[src/shared/tcs_pkg.sv]
package tcs_pkg;
  // register byte addresses
  localparam logic [15:0] ADR_IOSEL = 16'hffe2;
  localparam logic [15:0] ADR_TRIG = 16'hffe4;
  localparam logic [15:0] ADR_STATUS = 16'hffe5;
  localparam logic [15:0] ADR_COUNT = 16'hffe6;
  localparam logic [15:0] ADR_GRA = 16'hffe8;
  localparam logic [15:0] ADR_GRB = 16'hffea;
  localparam logic [15:0] ADR_CTRL = 16'hfff0;
  localparam logic [15:0] ADR_MODE = 16'hfff1;
  // status field positions
  localparam int ST_FLAG_A = 0;
  localparam int ST_FLAG_B = 1;
  localparam int ST_OVF = 4;
  localparam int ST_UDF = 5;
  localparam int ST_FIX1 = 6;
  localparam int ST_DIR = 7;
  // control fields
  localparam int CT_PSC_LO = 0;
  localparam int CT_EDG_LO = 3;
  localparam int CT_CLR_LO = 5;
  localparam int MD_LO = 0;
  localparam int TRIG_EN_POS = 7;
  localparam int TRIG_FIX1 = 6;
  localparam int IO_CAP_A = 0;
  localparam int IO_CAP_B = 1;
  // reset values
  localparam logic [15:0] GR_RST = 16'hffff;
  localparam logic [6:0] CTRL_RST = 7'h00;
  localparam logic [3:0] MODE_RST = 4'h0;
  localparam logic [7:0] MODE_FIX = 8'hc0;
  // counter clear sources
  localparam logic [1:0] CLR_NONE = 2'h0;
  localparam logic [1:0] CLR_GRA = 2'h1;
  localparam logic [1:0] CLR_GRB = 2'h2;
  localparam logic [1:0] CLR_SYNC = 2'h3;
  // prescaler codes and divider widths
  localparam logic [2:0] PSC_D1 = 3'h0;
  localparam logic [2:0] PSC_D4 = 3'h1;
  localparam logic [2:0] PSC_D16 = 3'h2;
  localparam logic [2:0] PSC_D64 = 3'h3;
  localparam logic [2:0] PSC_EXA = 3'h4;
  localparam logic [2:0] PSC_EXB = 3'h5;
  localparam logic [2:0] PSC_EXC = 3'h6;
  localparam logic [2:0] PSC_D1024 = 3'h7;
  localparam int LOG_D4 = 2;
  localparam int LOG_D16 = 4;
  localparam int LOG_D64 = 6;
  localparam int LOG_D1024 = 10;
  // edge codes and phase mode high bits
  localparam logic [1:0] EDG_RISE = 2'h0;
  localparam logic [1:0] EDG_FALL = 2'h1;
  localparam logic [1:0] PHASE_MODE_HI = 2'h1;
endpackage

[src/shared/tcs_tick_if.sv]
`timescale 1ns/1ps
`default_nettype none
interface tcs_tick_if;
  logic [2:0] prescale;
  logic [1:0] edge_sel;
  logic phase;
  logic tick;
  logic down;
  modport gen (
    input prescale,
    input edge_sel,
    input phase,
    output tick,
    output down
  );
  modport use_side (
    output prescale,
    output edge_sel,
    output phase,
    input tick,
    input down
  );
endinterface
`default_nettype wire

[src/verilog/tcs_tick.sv]
`timescale 1ns/1ps
`default_nettype none
module tcs_tick (
  // clock and control
  input wire logic clock_in,
  input wire logic srst_in,
  input wire logic ce_in,
  // external clock pins
  input wire logic ext_clock_pin_a_in,
  input wire logic ext_clock_pin_b_in,
  input wire logic ext_clock_pin_c_in,
  // count request to the channel
  tcs_tick_if.gen tk
);
  typedef struct packed {
    logic [tcs_pkg::LOG_D1024-1:0] pre;
    logic [2:0] pins;
  } tcs_tick_st_t;
  tcs_tick_st_t st_r;
  tcs_tick_st_t st_nxt;
  logic [2:0] now;
  logic [2:0] rise;
  logic [2:0] fall;
  logic [2:0] hit;
  logic up;
  always_comb begin
    now = {ext_clock_pin_c_in, ext_clock_pin_b_in, ext_clock_pin_a_in};
    rise = now & ~st_r.pins;
    fall = ~now & st_r.pins;
    st_nxt.pre = st_r.pre + 1'b1;
    st_nxt.pins = now;
    if (tk.edge_sel == tcs_pkg::EDG_RISE) begin
      hit = rise;
    end else if (tk.edge_sel == tcs_pkg::EDG_FALL) begin
      hit = fall;
    end else begin
      hit = rise | fall;
    end
    // a leading b counts up
    up = (rise[0] & ~now[1]) | (fall[0] & now[1]) |
      (rise[1] & now[0]) | (fall[1] & ~now[0]);
    tk.down = 1'b0;
    if (!ce_in) begin
      tk.tick = 1'b0;
    end else if (tk.phase) begin
      // edge and prescaler fields do not apply here
      tk.tick = (rise[0] | fall[0] | rise[1] | fall[1]);
      tk.down = ~up;
    end else begin
      case (tk.prescale)
        tcs_pkg::PSC_D1: tk.tick = 1'b1;
        tcs_pkg::PSC_D4: tk.tick = &st_r.pre[tcs_pkg::LOG_D4-1:0];
        tcs_pkg::PSC_D16: tk.tick = &st_r.pre[tcs_pkg::LOG_D16-1:0];
        tcs_pkg::PSC_D64: tk.tick = &st_r.pre[tcs_pkg::LOG_D64-1:0];
        tcs_pkg::PSC_EXA: tk.tick = hit[0];
        tcs_pkg::PSC_EXB: tk.tick = hit[1];
        tcs_pkg::PSC_EXC: tk.tick = hit[2];
        default: tk.tick = &st_r.pre;
      endcase
    end
  end
  always_ff @(posedge clock_in) begin
    if (srst_in) begin
      st_r <= '0;
    end else if (ce_in) begin
      st_r <= st_nxt;
    end
  end
endmodule // tcs_tick
`default_nettype wire

[src/verilog/tcs_timer.sv]
// Implementation choice: the plain strobed port.
`timescale 1ns/1ps
`default_nettype none
// Behaviour
// - transfer controller ack on a, with select bit 0, clears flag a
// - software clears flag a only with a 0 write after reading it as 1
// - compare a: flag a sets when count equals register a
// - capture a: flag a sets when count is copied into register a
// - transfer controller ack on b, with select bit 0, clears flag b
// - software clears flag b only with a 0 write after reading it as 1
// - flag b sets on compare match or capture into register b
// - overflow flag sets when count wraps from all ones to zero
// - overflow flag clears only on 0 write after reading it set
// - underflow flag sets on wrap from zero; clears like overflow
// - read-only direction flag shows up or down counting
// - writing 1 to a status flag has no effect
// - only phase counting counts down; otherwise count up
// - edge and prescaler fields ignored in phase counting
// - clear field: none, register a, register b, or sync clear
// - code 11 clears count when another channel clears its count
// - mode codes: normal, reserved, two pwm, four phase modes
// - trigger enable gates the converter start request
module tcs_timer #(
  parameter int CNT_W = 16
) (
  // clock, reset, enable
  input wire logic clock_in,
  input wire logic srst_in,
  input wire logic ce_in,
  // register port
  input wire logic [15:0] addr_in,
  input wire logic [15:0] wdata_in,
  input wire logic wr_in,
  input wire logic rd_in,
  output logic [15:0] rdata_out,
  // pins
  input wire logic ext_clock_pin_a_in,
  input wire logic ext_clock_pin_b_in,
  input wire logic ext_clock_pin_c_in,
  input wire logic capture_a_in,
  input wire logic capture_b_in,
  // other channel and transfer controller
  input wire logic sync_clear_in,
  input wire logic dtc_ack_a_in,
  input wire logic dtc_ack_b_in,
  input wire logic transfer_irq_select_a_in,
  input wire logic transfer_irq_select_b_in,
  // events
  output logic match_irq_a_out,
  output logic match_irq_b_out,
  output logic overflow_irq_out,
  output logic underflow_irq_out,
  output logic adc_start_out,
  output logic counter_cleared_out
);
  if (CNT_W < 2 || CNT_W > 16) begin : g_chk
    $error("tcs_timer: CNT_W must be 2 to 16");
  end

  typedef struct packed {
    logic [CNT_W-1:0] count;
    logic [CNT_W-1:0] gra;
    logic [CNT_W-1:0] grb;
    logic [6:0] ctrl;
    logic [3:0] mode;
    logic trig_en;
    logic cap_a;
    logic cap_b;
    logic flag_a;
    logic flag_b;
    logic ovf;
    logic udf;
    logic dir_up;
    logic [3:0] armed;
    logic [15:0] rdata;
    logic adc_start;
    logic cleared;
  } tcs_state_t;

  localparam tcs_state_t ST_RST = '{
    count: '0,
    gra: tcs_pkg::GR_RST[CNT_W-1:0],
    grb: tcs_pkg::GR_RST[CNT_W-1:0],
    ctrl: tcs_pkg::CTRL_RST,
    mode: tcs_pkg::MODE_RST,
    trig_en: 1'b0,
    cap_a: 1'b0,
    cap_b: 1'b0,
    flag_a: 1'b0,
    flag_b: 1'b0,
    ovf: 1'b0,
    udf: 1'b0,
    dir_up: 1'b1,
    armed: 4'h0,
    rdata: 16'h0000,
    adc_start: 1'b0,
    cleared: 1'b0
  };

  tcs_state_t st_r;
  tcs_state_t st_nxt;
  tcs_tick_if tk ();

  tcs_tick u_tick (
    .clock_in(clock_in),
    .srst_in(srst_in),
    .ce_in(ce_in),
    .ext_clock_pin_a_in(ext_clock_pin_a_in),
    .ext_clock_pin_b_in(ext_clock_pin_b_in),
    .ext_clock_pin_c_in(ext_clock_pin_c_in),
    .tk(tk.gen)
  );

  logic [1:0] clr_sel;
  logic [7:0] status;
  logic wr_st;
  logic rd_st;
  logic cmp_a;
  logic cmp_b;
  logic ev_a;
  logic ev_b;
  logic dn;
  logic do_clr;
  logic clr_a;
  logic clr_b;
  logic clr_v;
  logic clr_u;
  logic set_v;
  logic set_u;
  logic [15:0] cnt_w;
  logic [15:0] gra_w;
  logic [15:0] grb_w;

  assign clr_sel = st_r.ctrl[tcs_pkg::CT_CLR_LO +: 2];
  assign tk.prescale = st_r.ctrl[tcs_pkg::CT_PSC_LO +: 3];
  assign tk.edge_sel = st_r.ctrl[tcs_pkg::CT_EDG_LO +: 2];
  // 0100..0111 all count by phase; pwm codes only stored
  assign tk.phase = st_r.mode[3:2] == tcs_pkg::PHASE_MODE_HI;

  always_comb begin
    status = 8'h00;
    status[tcs_pkg::ST_FLAG_A] = st_r.flag_a;
    status[tcs_pkg::ST_FLAG_B] = st_r.flag_b;
    status[tcs_pkg::ST_OVF] = st_r.ovf;
    status[tcs_pkg::ST_UDF] = st_r.udf;
    status[tcs_pkg::ST_FIX1] = 1'b1;
    status[tcs_pkg::ST_DIR] = st_r.dir_up;
    cnt_w = 16'h0000;
    gra_w = 16'h0000;
    grb_w = 16'h0000;
    cnt_w[CNT_W-1:0] = st_r.count;
    gra_w[CNT_W-1:0] = st_r.gra;
    grb_w[CNT_W-1:0] = st_r.grb;
  end

  always_comb begin
    st_nxt = st_r;
    st_nxt.adc_start = 1'b0;
    st_nxt.cleared = 1'b0;
    st_nxt.rdata = 16'h0000;
    wr_st = wr_in && addr_in == tcs_pkg::ADR_STATUS;
    rd_st = rd_in && addr_in == tcs_pkg::ADR_STATUS;

    // software writes first; hardware events below override them
    if (wr_in) begin
      if (addr_in == tcs_pkg::ADR_GRA) begin
        st_nxt.gra = wdata_in[CNT_W-1:0];
      end else if (addr_in == tcs_pkg::ADR_GRB) begin
        st_nxt.grb = wdata_in[CNT_W-1:0];
      end else if (addr_in == tcs_pkg::ADR_COUNT) begin
        st_nxt.count = wdata_in[CNT_W-1:0];
      end else if (addr_in == tcs_pkg::ADR_CTRL) begin
        st_nxt.ctrl = wdata_in[6:0];
      end else if (addr_in == tcs_pkg::ADR_MODE) begin
        // top bit kept as written; software keeps it 0
        st_nxt.mode = wdata_in[tcs_pkg::MD_LO +: 4];
      end else if (addr_in == tcs_pkg::ADR_TRIG) begin
        st_nxt.trig_en = wdata_in[tcs_pkg::TRIG_EN_POS];
      end else if (addr_in == tcs_pkg::ADR_IOSEL) begin
        st_nxt.cap_a = wdata_in[tcs_pkg::IO_CAP_A];
        st_nxt.cap_b = wdata_in[tcs_pkg::IO_CAP_B];
      end
    end

    // read data stands only in the cycle after the strobe
    if (rd_in) begin
      if (addr_in == tcs_pkg::ADR_STATUS) begin
        st_nxt.rdata = {8'h00, status};
      end else if (addr_in == tcs_pkg::ADR_GRA) begin
        st_nxt.rdata = gra_w;
      end else if (addr_in == tcs_pkg::ADR_GRB) begin
        st_nxt.rdata = grb_w;
      end else if (addr_in == tcs_pkg::ADR_COUNT) begin
        st_nxt.rdata = cnt_w;
      end else if (addr_in == tcs_pkg::ADR_CTRL) begin
        st_nxt.rdata = {9'h000, st_r.ctrl};
      end else if (addr_in == tcs_pkg::ADR_MODE) begin
        st_nxt.rdata = {8'h00, tcs_pkg::MODE_FIX | {4'h0, st_r.mode}};
      end else if (addr_in == tcs_pkg::ADR_TRIG) begin
        st_nxt.rdata[tcs_pkg::TRIG_EN_POS] = st_r.trig_en;
        st_nxt.rdata[tcs_pkg::TRIG_FIX1] = 1'b1;
      end else if (addr_in == tcs_pkg::ADR_IOSEL) begin
        st_nxt.rdata[tcs_pkg::IO_CAP_A] = st_r.cap_a;
        st_nxt.rdata[tcs_pkg::IO_CAP_B] = st_r.cap_b;
      end
    end

    // compare uses the value before this tick's step
    cmp_a = !st_r.cap_a && tk.tick && st_r.count == st_r.gra;
    cmp_b = !st_r.cap_b && tk.tick && st_r.count == st_r.grb;
    ev_a = cmp_a || (st_r.cap_a && capture_a_in);
    ev_b = cmp_b || (st_r.cap_b && capture_b_in);
    dn = tk.phase && tk.down;
    set_v = 1'b0;
    set_u = 1'b0;

    if (tk.tick) begin
      st_nxt.dir_up = !dn;
      if (dn) begin
        st_nxt.count = st_r.count - 1'b1;
        set_u = st_r.count == '0;
      end else begin
        st_nxt.count = st_r.count + 1'b1;
        set_v = &st_r.count;
      end
    end

    // captured value is the count before any step
    if (st_r.cap_a && capture_a_in) begin
      st_nxt.gra = st_r.count;
    end
    if (st_r.cap_b && capture_b_in) begin
      st_nxt.grb = st_r.count;
    end

    case (clr_sel)
      tcs_pkg::CLR_GRA: do_clr = ev_a;
      tcs_pkg::CLR_GRB: do_clr = ev_b;
      // sync setup lives in the other channel's sync register
      tcs_pkg::CLR_SYNC: do_clr = sync_clear_in;
      default: do_clr = 1'b0;
    endcase
    if (do_clr) begin
      st_nxt.count = '0;
      st_nxt.cleared = 1'b1;
    end

    // armed bits remember a flag was read as 1
    clr_a = (dtc_ack_a_in && !transfer_irq_select_a_in) ||
      (wr_st && !wdata_in[tcs_pkg::ST_FLAG_A] && st_r.armed[0]);
    clr_b = (dtc_ack_b_in && !transfer_irq_select_b_in) ||
      (wr_st && !wdata_in[tcs_pkg::ST_FLAG_B] && st_r.armed[1]);
    clr_v = wr_st && !wdata_in[tcs_pkg::ST_OVF] && st_r.armed[2];
    clr_u = wr_st && !wdata_in[tcs_pkg::ST_UDF] && st_r.armed[3];

    // a set in the clearing cycle wins; a 1 write clears nothing
    st_nxt.flag_a = (st_r.flag_a && !clr_a) || ev_a;
    st_nxt.flag_b = (st_r.flag_b && !clr_b) || ev_b;
    st_nxt.ovf = (st_r.ovf && !clr_v) || set_v;
    st_nxt.udf = (st_r.udf && !clr_u) || set_u;

    if (rd_st) begin
      st_nxt.armed = {st_r.udf, st_r.ovf, st_r.flag_b, st_r.flag_a};
    end else if (wr_st) begin
      st_nxt.armed = 4'h0;
    end else begin
      st_nxt.armed = st_r.armed &
        {st_nxt.udf, st_nxt.ovf, st_nxt.flag_b, st_nxt.flag_a};
    end

    st_nxt.adc_start = ev_a && st_r.trig_en;
  end

  always_ff @(posedge clock_in) begin
    if (srst_in) begin
      st_r <= ST_RST;
    end else if (ce_in) begin
      st_r <= st_nxt;
    end
  end

  assign rdata_out = st_r.rdata;
  assign match_irq_a_out = st_r.flag_a;
  assign match_irq_b_out = st_r.flag_b;
  assign overflow_irq_out = st_r.ovf;
  assign underflow_irq_out = st_r.udf;
  assign adc_start_out = st_r.adc_start;
  assign counter_cleared_out = st_r.cleared;
endmodule // tcs_timer
`default_nettype wire

[config.mk]
export PLATFORM = sky130hd
export DESIGN_NAME = tcs_timer
export DESIGN_NICKNAME = d
export VERILOG_FILES = /design/src/shared/tcs_pkg.sv /design/src/shared/tcs_tick_if.sv /design/src/verilog/tcs_tick.sv /design/src/verilog/tcs_timer.sv
export SDC_FILE = /design/constraint.sdc
export NUM_CORES = 1
export LEC_CHECK = 0
export CORE_ASPECT_RATIO = 1.5
export CORE_MARGIN = 2
export CORE_UTILIZATION = 37
export CTS_CLUSTER_DIAMETER = 40
export DETAILED_ROUTE_END_ITERATION = 12
export DONT_BUFFER_PORTS = 1
export PLACE_DENSITY = 0.6
export RECOVER_POWER = 25
export SLEW_MARGIN = 20
export SYNTH_ARGS = -nofsm -noshare
export SYNTH_HDL_FRONTEND = slang
export SYNTH_SLANG_ARGS = --single-unit
[constraint.sdc]
create_clock -name clock_in -period 3.8 [get_ports clock_in]
set_input_delay 0.57 -clock clock_in [delete_from_list [all_inputs] [get_ports clock_in]]
set_output_delay 0.57 -clock clock_in [all_outputs]
set_load 0.01 [all_outputs]
==> flow_summary.html <==
<table>
<tr><th>Metric</th><th>Value</th></tr>
<tr><th colspan="2">Run status</th></tr>
<tr><td>Run status</td><td>finished, final reports clean</td></tr>
<tr><th colspan="2">Floorplanning</th></tr>
<tr><td>Chip height</td><td>about 170 um</td></tr>
<tr><td>Initial core utilization</td><td>0.373</td></tr>
<tr><td>Core Box Area</td><td>about 0.018 mm^2</td></tr>
<tr><td>Boundary pin count</td><td>69</td></tr>
<tr><td>Total Die Area</td><td>roughly 0.019 mm^2</td></tr>
<tr><td>Floorplan die width</td><td>around 110 um</td></tr>
<tr><td>Core Rows</td><td>60</td></tr>
<tr><th colspan="2">Final layout</th></tr>
<tr><td>Final layout net count</td><td>879</td></tr>
<tr><td>Fillcell total</td><td>approximately 1.9k</td></tr>
<tr><td>Commonest non-fill, non-tap cell in the layout</td><td>dfxtp_1</td></tr>
<tr><td>Area added between synthesis and finish</td><td>5.69%</td></tr>
<tr><td>Proportion of layout cells with a drive suffix above 1</td><td>0.0859</td></tr>
<tr><td>Layout Utilization</td><td>0.394</td></tr>
<tr><td>Number of inserted diodes</td><td>0</td></tr>
<tr><td>Top library cells by usage in the layout, fill and taps aside</td><td>dfxtp_1, nand2_1, nor2_1</td></tr>
<tr><th colspan="2">Critical path</th></tr>
<tr><td>Worst Path Max Fanout</td><td>7</td></tr>
<tr><td>Data required, critical path</td><td>just over 4 ns</td></tr>
<tr><td>Critical path class</td><td>reg2reg</td></tr>
<tr><td>Data arrival, critical path</td><td>approximately 3.7 ns</td></tr>
<tr><td>Startpoint class of the critical path</td><td>flip-flop</td></tr>
<tr><td>Worst Setup End Kind</td><td>flip-flop</td></tr>
<tr><th colspan="2">Global routing</th></tr>
<tr><td>Overall Global Routing Usage</td><td>0.227</td></tr>
<tr><td>GRT Residual Overflow</td><td>0</td></tr>
<tr><td>Via count of the first global-routing pass</td><td>approximately 5.9k</td></tr>
<tr><td>Wire length of the first global-routing pass</td><td>around 34000 um</td></tr>
<tr><td>Maximum number of pins on one net before global-route repair</td><td>55</td></tr>
<tr><td>Number of antenna violations at the first check in global routing</td><td>0</td></tr>
<tr><th colspan="2">Synth</th></tr>
<tr><td>Async SR Flop Fraction</td><td>0</td></tr>
<tr><td>Post-synth top area share</td><td>0.308</td></tr>
<tr><td>Cells taking the most area after synthesis</td><td>dfxtp_1, nand2_1, a21oi_1</td></tr>
<tr><td>Nets in the synthesized netlist</td><td>about 920</td></tr>
<tr><td>Average cell area after synthesis</td><td>roughly 7.8 um^2</td></tr>
<tr><td>Post-Syn Area</td><td>about 0.0066 mm^2</td></tr>
<tr><td>Flop and latch count out of synthesis</td><td>102</td></tr>
<tr><td>Cell taking the most area after synthesis</td><td>dfxtp_1</td></tr>
<tr><td>Predominant post-synthesis flop cell</td><td>dfxtp_1</td></tr>
<tr><td>Number of flops mapped to enable cells by yosys</td><td>0</td></tr>
<tr><td>Synth Instances</td><td>~860</td></tr>
<tr><td>Sequential fraction of the synthesis area</td><td>0.308</td></tr>
<tr><td>Netlist cell types</td><td>70</td></tr>
<tr><td>Yosys warnings</td><td>0</td></tr>
<tr><th colspan="2">STA</th></tr>
<tr><td>Total negative slack for setup checks</td><td>0 ns</td></tr>
<tr><td>RSZ-0062 raised after global routing</td><td>no</td></tr>
<tr><td>Smallest setup slack after layout</td><td>around 0.34 ns</td></tr>
<tr><td>Highest clock rate</td><td>289 MHz</td></tr>
<tr><td>Shortest period the worst path allows</td><td>around 3.5 ns</td></tr>
<tr><td>Number of failing setup endpoints in the final timing report</td><td>0</td></tr>
<tr><td>Count of endpoints failing hold in the final timing report</td><td>0</td></tr>
<tr><td>Final critical-path share of the clock period</td><td>0.911</td></tr>
<tr><td>Slew at the pin closest to its max-slew limit</td><td>0.965 ns</td></tr>
<tr><td>Worst rel slew slack</td><td>0.357</td></tr>
<tr><td>Max-slew violation count</td><td>0</td></tr>
<tr><td>Setup Skew</td><td>~0.0098 ns</td></tr>
<tr><th colspan="2">CTS</th></tr>
<tr><td>Clock tree sinks</td><td>approximately 100</td></tr>
<tr><td>Clock Pin Slew Worst Setup and Hold Paths</td><td>around 0.08 ns</td></tr>
<tr><td>Number of hold buffers added after cts</td><td>0</td></tr>
<tr><td>Resized cells post-CTS</td><td>0</td></tr>
<tr><td>Longest Clk Path Bufs</td><td>2</td></tr>
<tr><td>Number of post-CTS setup repair buffers</td><td>0</td></tr>
<tr><td>Library cell used as clock root buffer</td><td>clkbuf_16</td></tr>
<tr><td>TritonCTS clock tree</td><td>done</td></tr>
<tr><td>H-tree Lvls</td><td>3</td></tr>
<tr><td>Number of buffers inserted during clock tree synthesis</td><td>9</td></tr>
<tr><td>Clock network latency to the later pin of the worst-skew pair</td><td>approximately 0.35 ns</td></tr>
<tr><th colspan="2">Route</th></tr>
<tr><td>Average vias per placed instance</td><td>slightly above 6</td></tr>
<tr><td>Vias</td><td>between 6k and 7k</td></tr>
<tr><td>Wire length per cell after detailed routing</td><td>21.0 um</td></tr>
<tr><td>DRC errors left</td><td>0</td></tr>
<tr><td>Aggregate routed wire length</td><td>approximately 22000 um</td></tr>
<tr><td>Antenna viol nets, final</td><td>0</td></tr>
<tr><td>Number of violations reported at the end of detailed-routing iteration 0</td><td>between 500 and 600</td></tr>
<tr><td>Drt pass-1 iters</td><td>5</td></tr>
<tr><th colspan="2">Power</th></tr>
<tr><td>Pwr per Cell Area</td><td>319 mW/mm^2</td></tr>
<tr><td>Peak supply drop</td><td>between 0.2 and 0.3 mV</td></tr>
<tr><td>Leakage power figure</td><td>2.73 nW</td></tr>
<tr><th colspan="2">Placement</th></tr>
<tr><td>Worst Setup Slack post-DPL</td><td>approximately 0.17 ns</td></tr>
<tr><td>PortBufs</td><td>0</td></tr>
<tr><td>Global placement routability congestion</td><td>approximately 0.9</td></tr>
<tr><td>DP Wirelength</td><td>16000 um</td></tr>
<tr><th colspan="2">Run</th></tr>
<tr><td>Number of maximum-capacitance constraint violations</td><td>0</td></tr>
<tr><th colspan="2">Min path</th></tr>
<tr><td>Class of the tightest hold or removal check</td><td>in2reg</td></tr>
</table>
-- Yosys cell counts, drive strengths merged (3+ instances only) --
cell     instances
a211oi           8
a21o             6
a21oi           75
a221oi           4
a222oi           8
a22oi            4
a311oi           3
a31oi            9
and2             6
and3             6
buf             27
clkbuf          57
dfxtp          102
ha              21
inv             22
mux2             4
mux2i           17
nand2          101
nand2b           7
nand3           26
nand4           20
nor2            85
nor2b            6
nor3            30
nor4            17
nor4b            3
o2111ai          8
o211ai          39
o21a             4
o21ai           17
o221ai           4
o22ai            4
o2bb2ai         16
o311a            4
o31a             3
o31ai            3
or2              3
or3              4
xnor2           24
xor2            23
-- final timing paths --
check | start | to | slack [ns] | cells after the start
min | srst_in | st_r[36] | 0.28 | 1
max | u_tick.st_r[0] | cnt_w[14] | 0.34 | 12
max reg2reg | u_tick.st_r[0] | cnt_w[14] | 0.34 | 12
min reg2reg | u_tick.st_r[12] | u_tick.st_r[12] | 0.49 | 2
-- layer usage --
layer  track usage  share of wire
met3        0.0443          0.057
met2         0.379           0.48
met1         0.262           0.40
met5             0              0
met4         0.147          0.071
-- where the power goes --
group / leakage, nW / total, mW / switching [mW] / internal (mW)
sequential: 0.827 / 1.12 / 0.0338 / 1.08
clock: 0.134 / 0.924 / 0.469 / 0.455
combinational: 1.76 / 0.199 / 0.119 / 0.0800
-- state kept, by name (all words and copies together) (netlist names) --
name and cells:
overflow_irq_out 1, underflow_irq_out 1, adc_start_out 1, match_irq_b_out 1, st_r 17, clr_sel 2, u_tick.st_r 13, rdata_out 16
match_irq_a_out 1, gra_w 16, cnt_w 16, grb_w 16, counter_cleared_out 1
-- cell families (layout without fill, tap and decap cells) --
group	count (synthesis)	in the layout	synth area share
AOI/OAI and AO/OA	230	230	0.250
muxes	21	21	0.0330
xor gates and xnor gates	47	47	0.0620
DFF	102	102	0.308
buffers and inverters	107	67	0.0718
adders and majority gates	22	22	0.0426
and+or+nand+nor	326	326	0.233
-- stage by stage --
stage | cell area [um^2] | hold slack (ns) | std cells | power (mW)
2_1_floorplan | 6640 | 0.432 | 855 | 1.30
3_3_place_gp | 6730 | 0.473 | 1016 | 1.34
3_5_place_dp | 6730 | 0.475 | 1016 | 1.34
4_1_cts | 7020 | 0.274 | 1032 | 2.25
5_1_grt | 7020 | 0.276 | 1032 | 2.32
6_report | 7020 | 0.279 | 1032 | 2.24
-- worst max-delay path: stages, from the launching register on --
cell       delay (ns)
dfxtp_1          0.35
inv_1            0.05
ha_1             0.19
mux2i_1          0.16
and4_1           0.41
ha_1             0.33
nor2b_1          0.16
o31ai_1          0.53
a221oi_1         0.22
o311a_1          0.42
o2111ai_1        0.17
nor3b_1          0.25
o2bb2ai_2        0.07
-- final cells by class --
class | instances | area (um^2) | share of cell area
repair buffers | 28 | 210 | 0.0300
clock buffers | 9 | 225 | 0.0321
well taps | 217 | 272 | 0.0387
multi-input cells | 646 | 4120 | 0.588
flip-flops and latches | 102 | 2040 | 0.291
inverters | 23 | 86.3 | 0.0123
clock inverters | 7 | 57.6 | 0.00820
No activity file was read; power rests on OpenSTA's default activity.
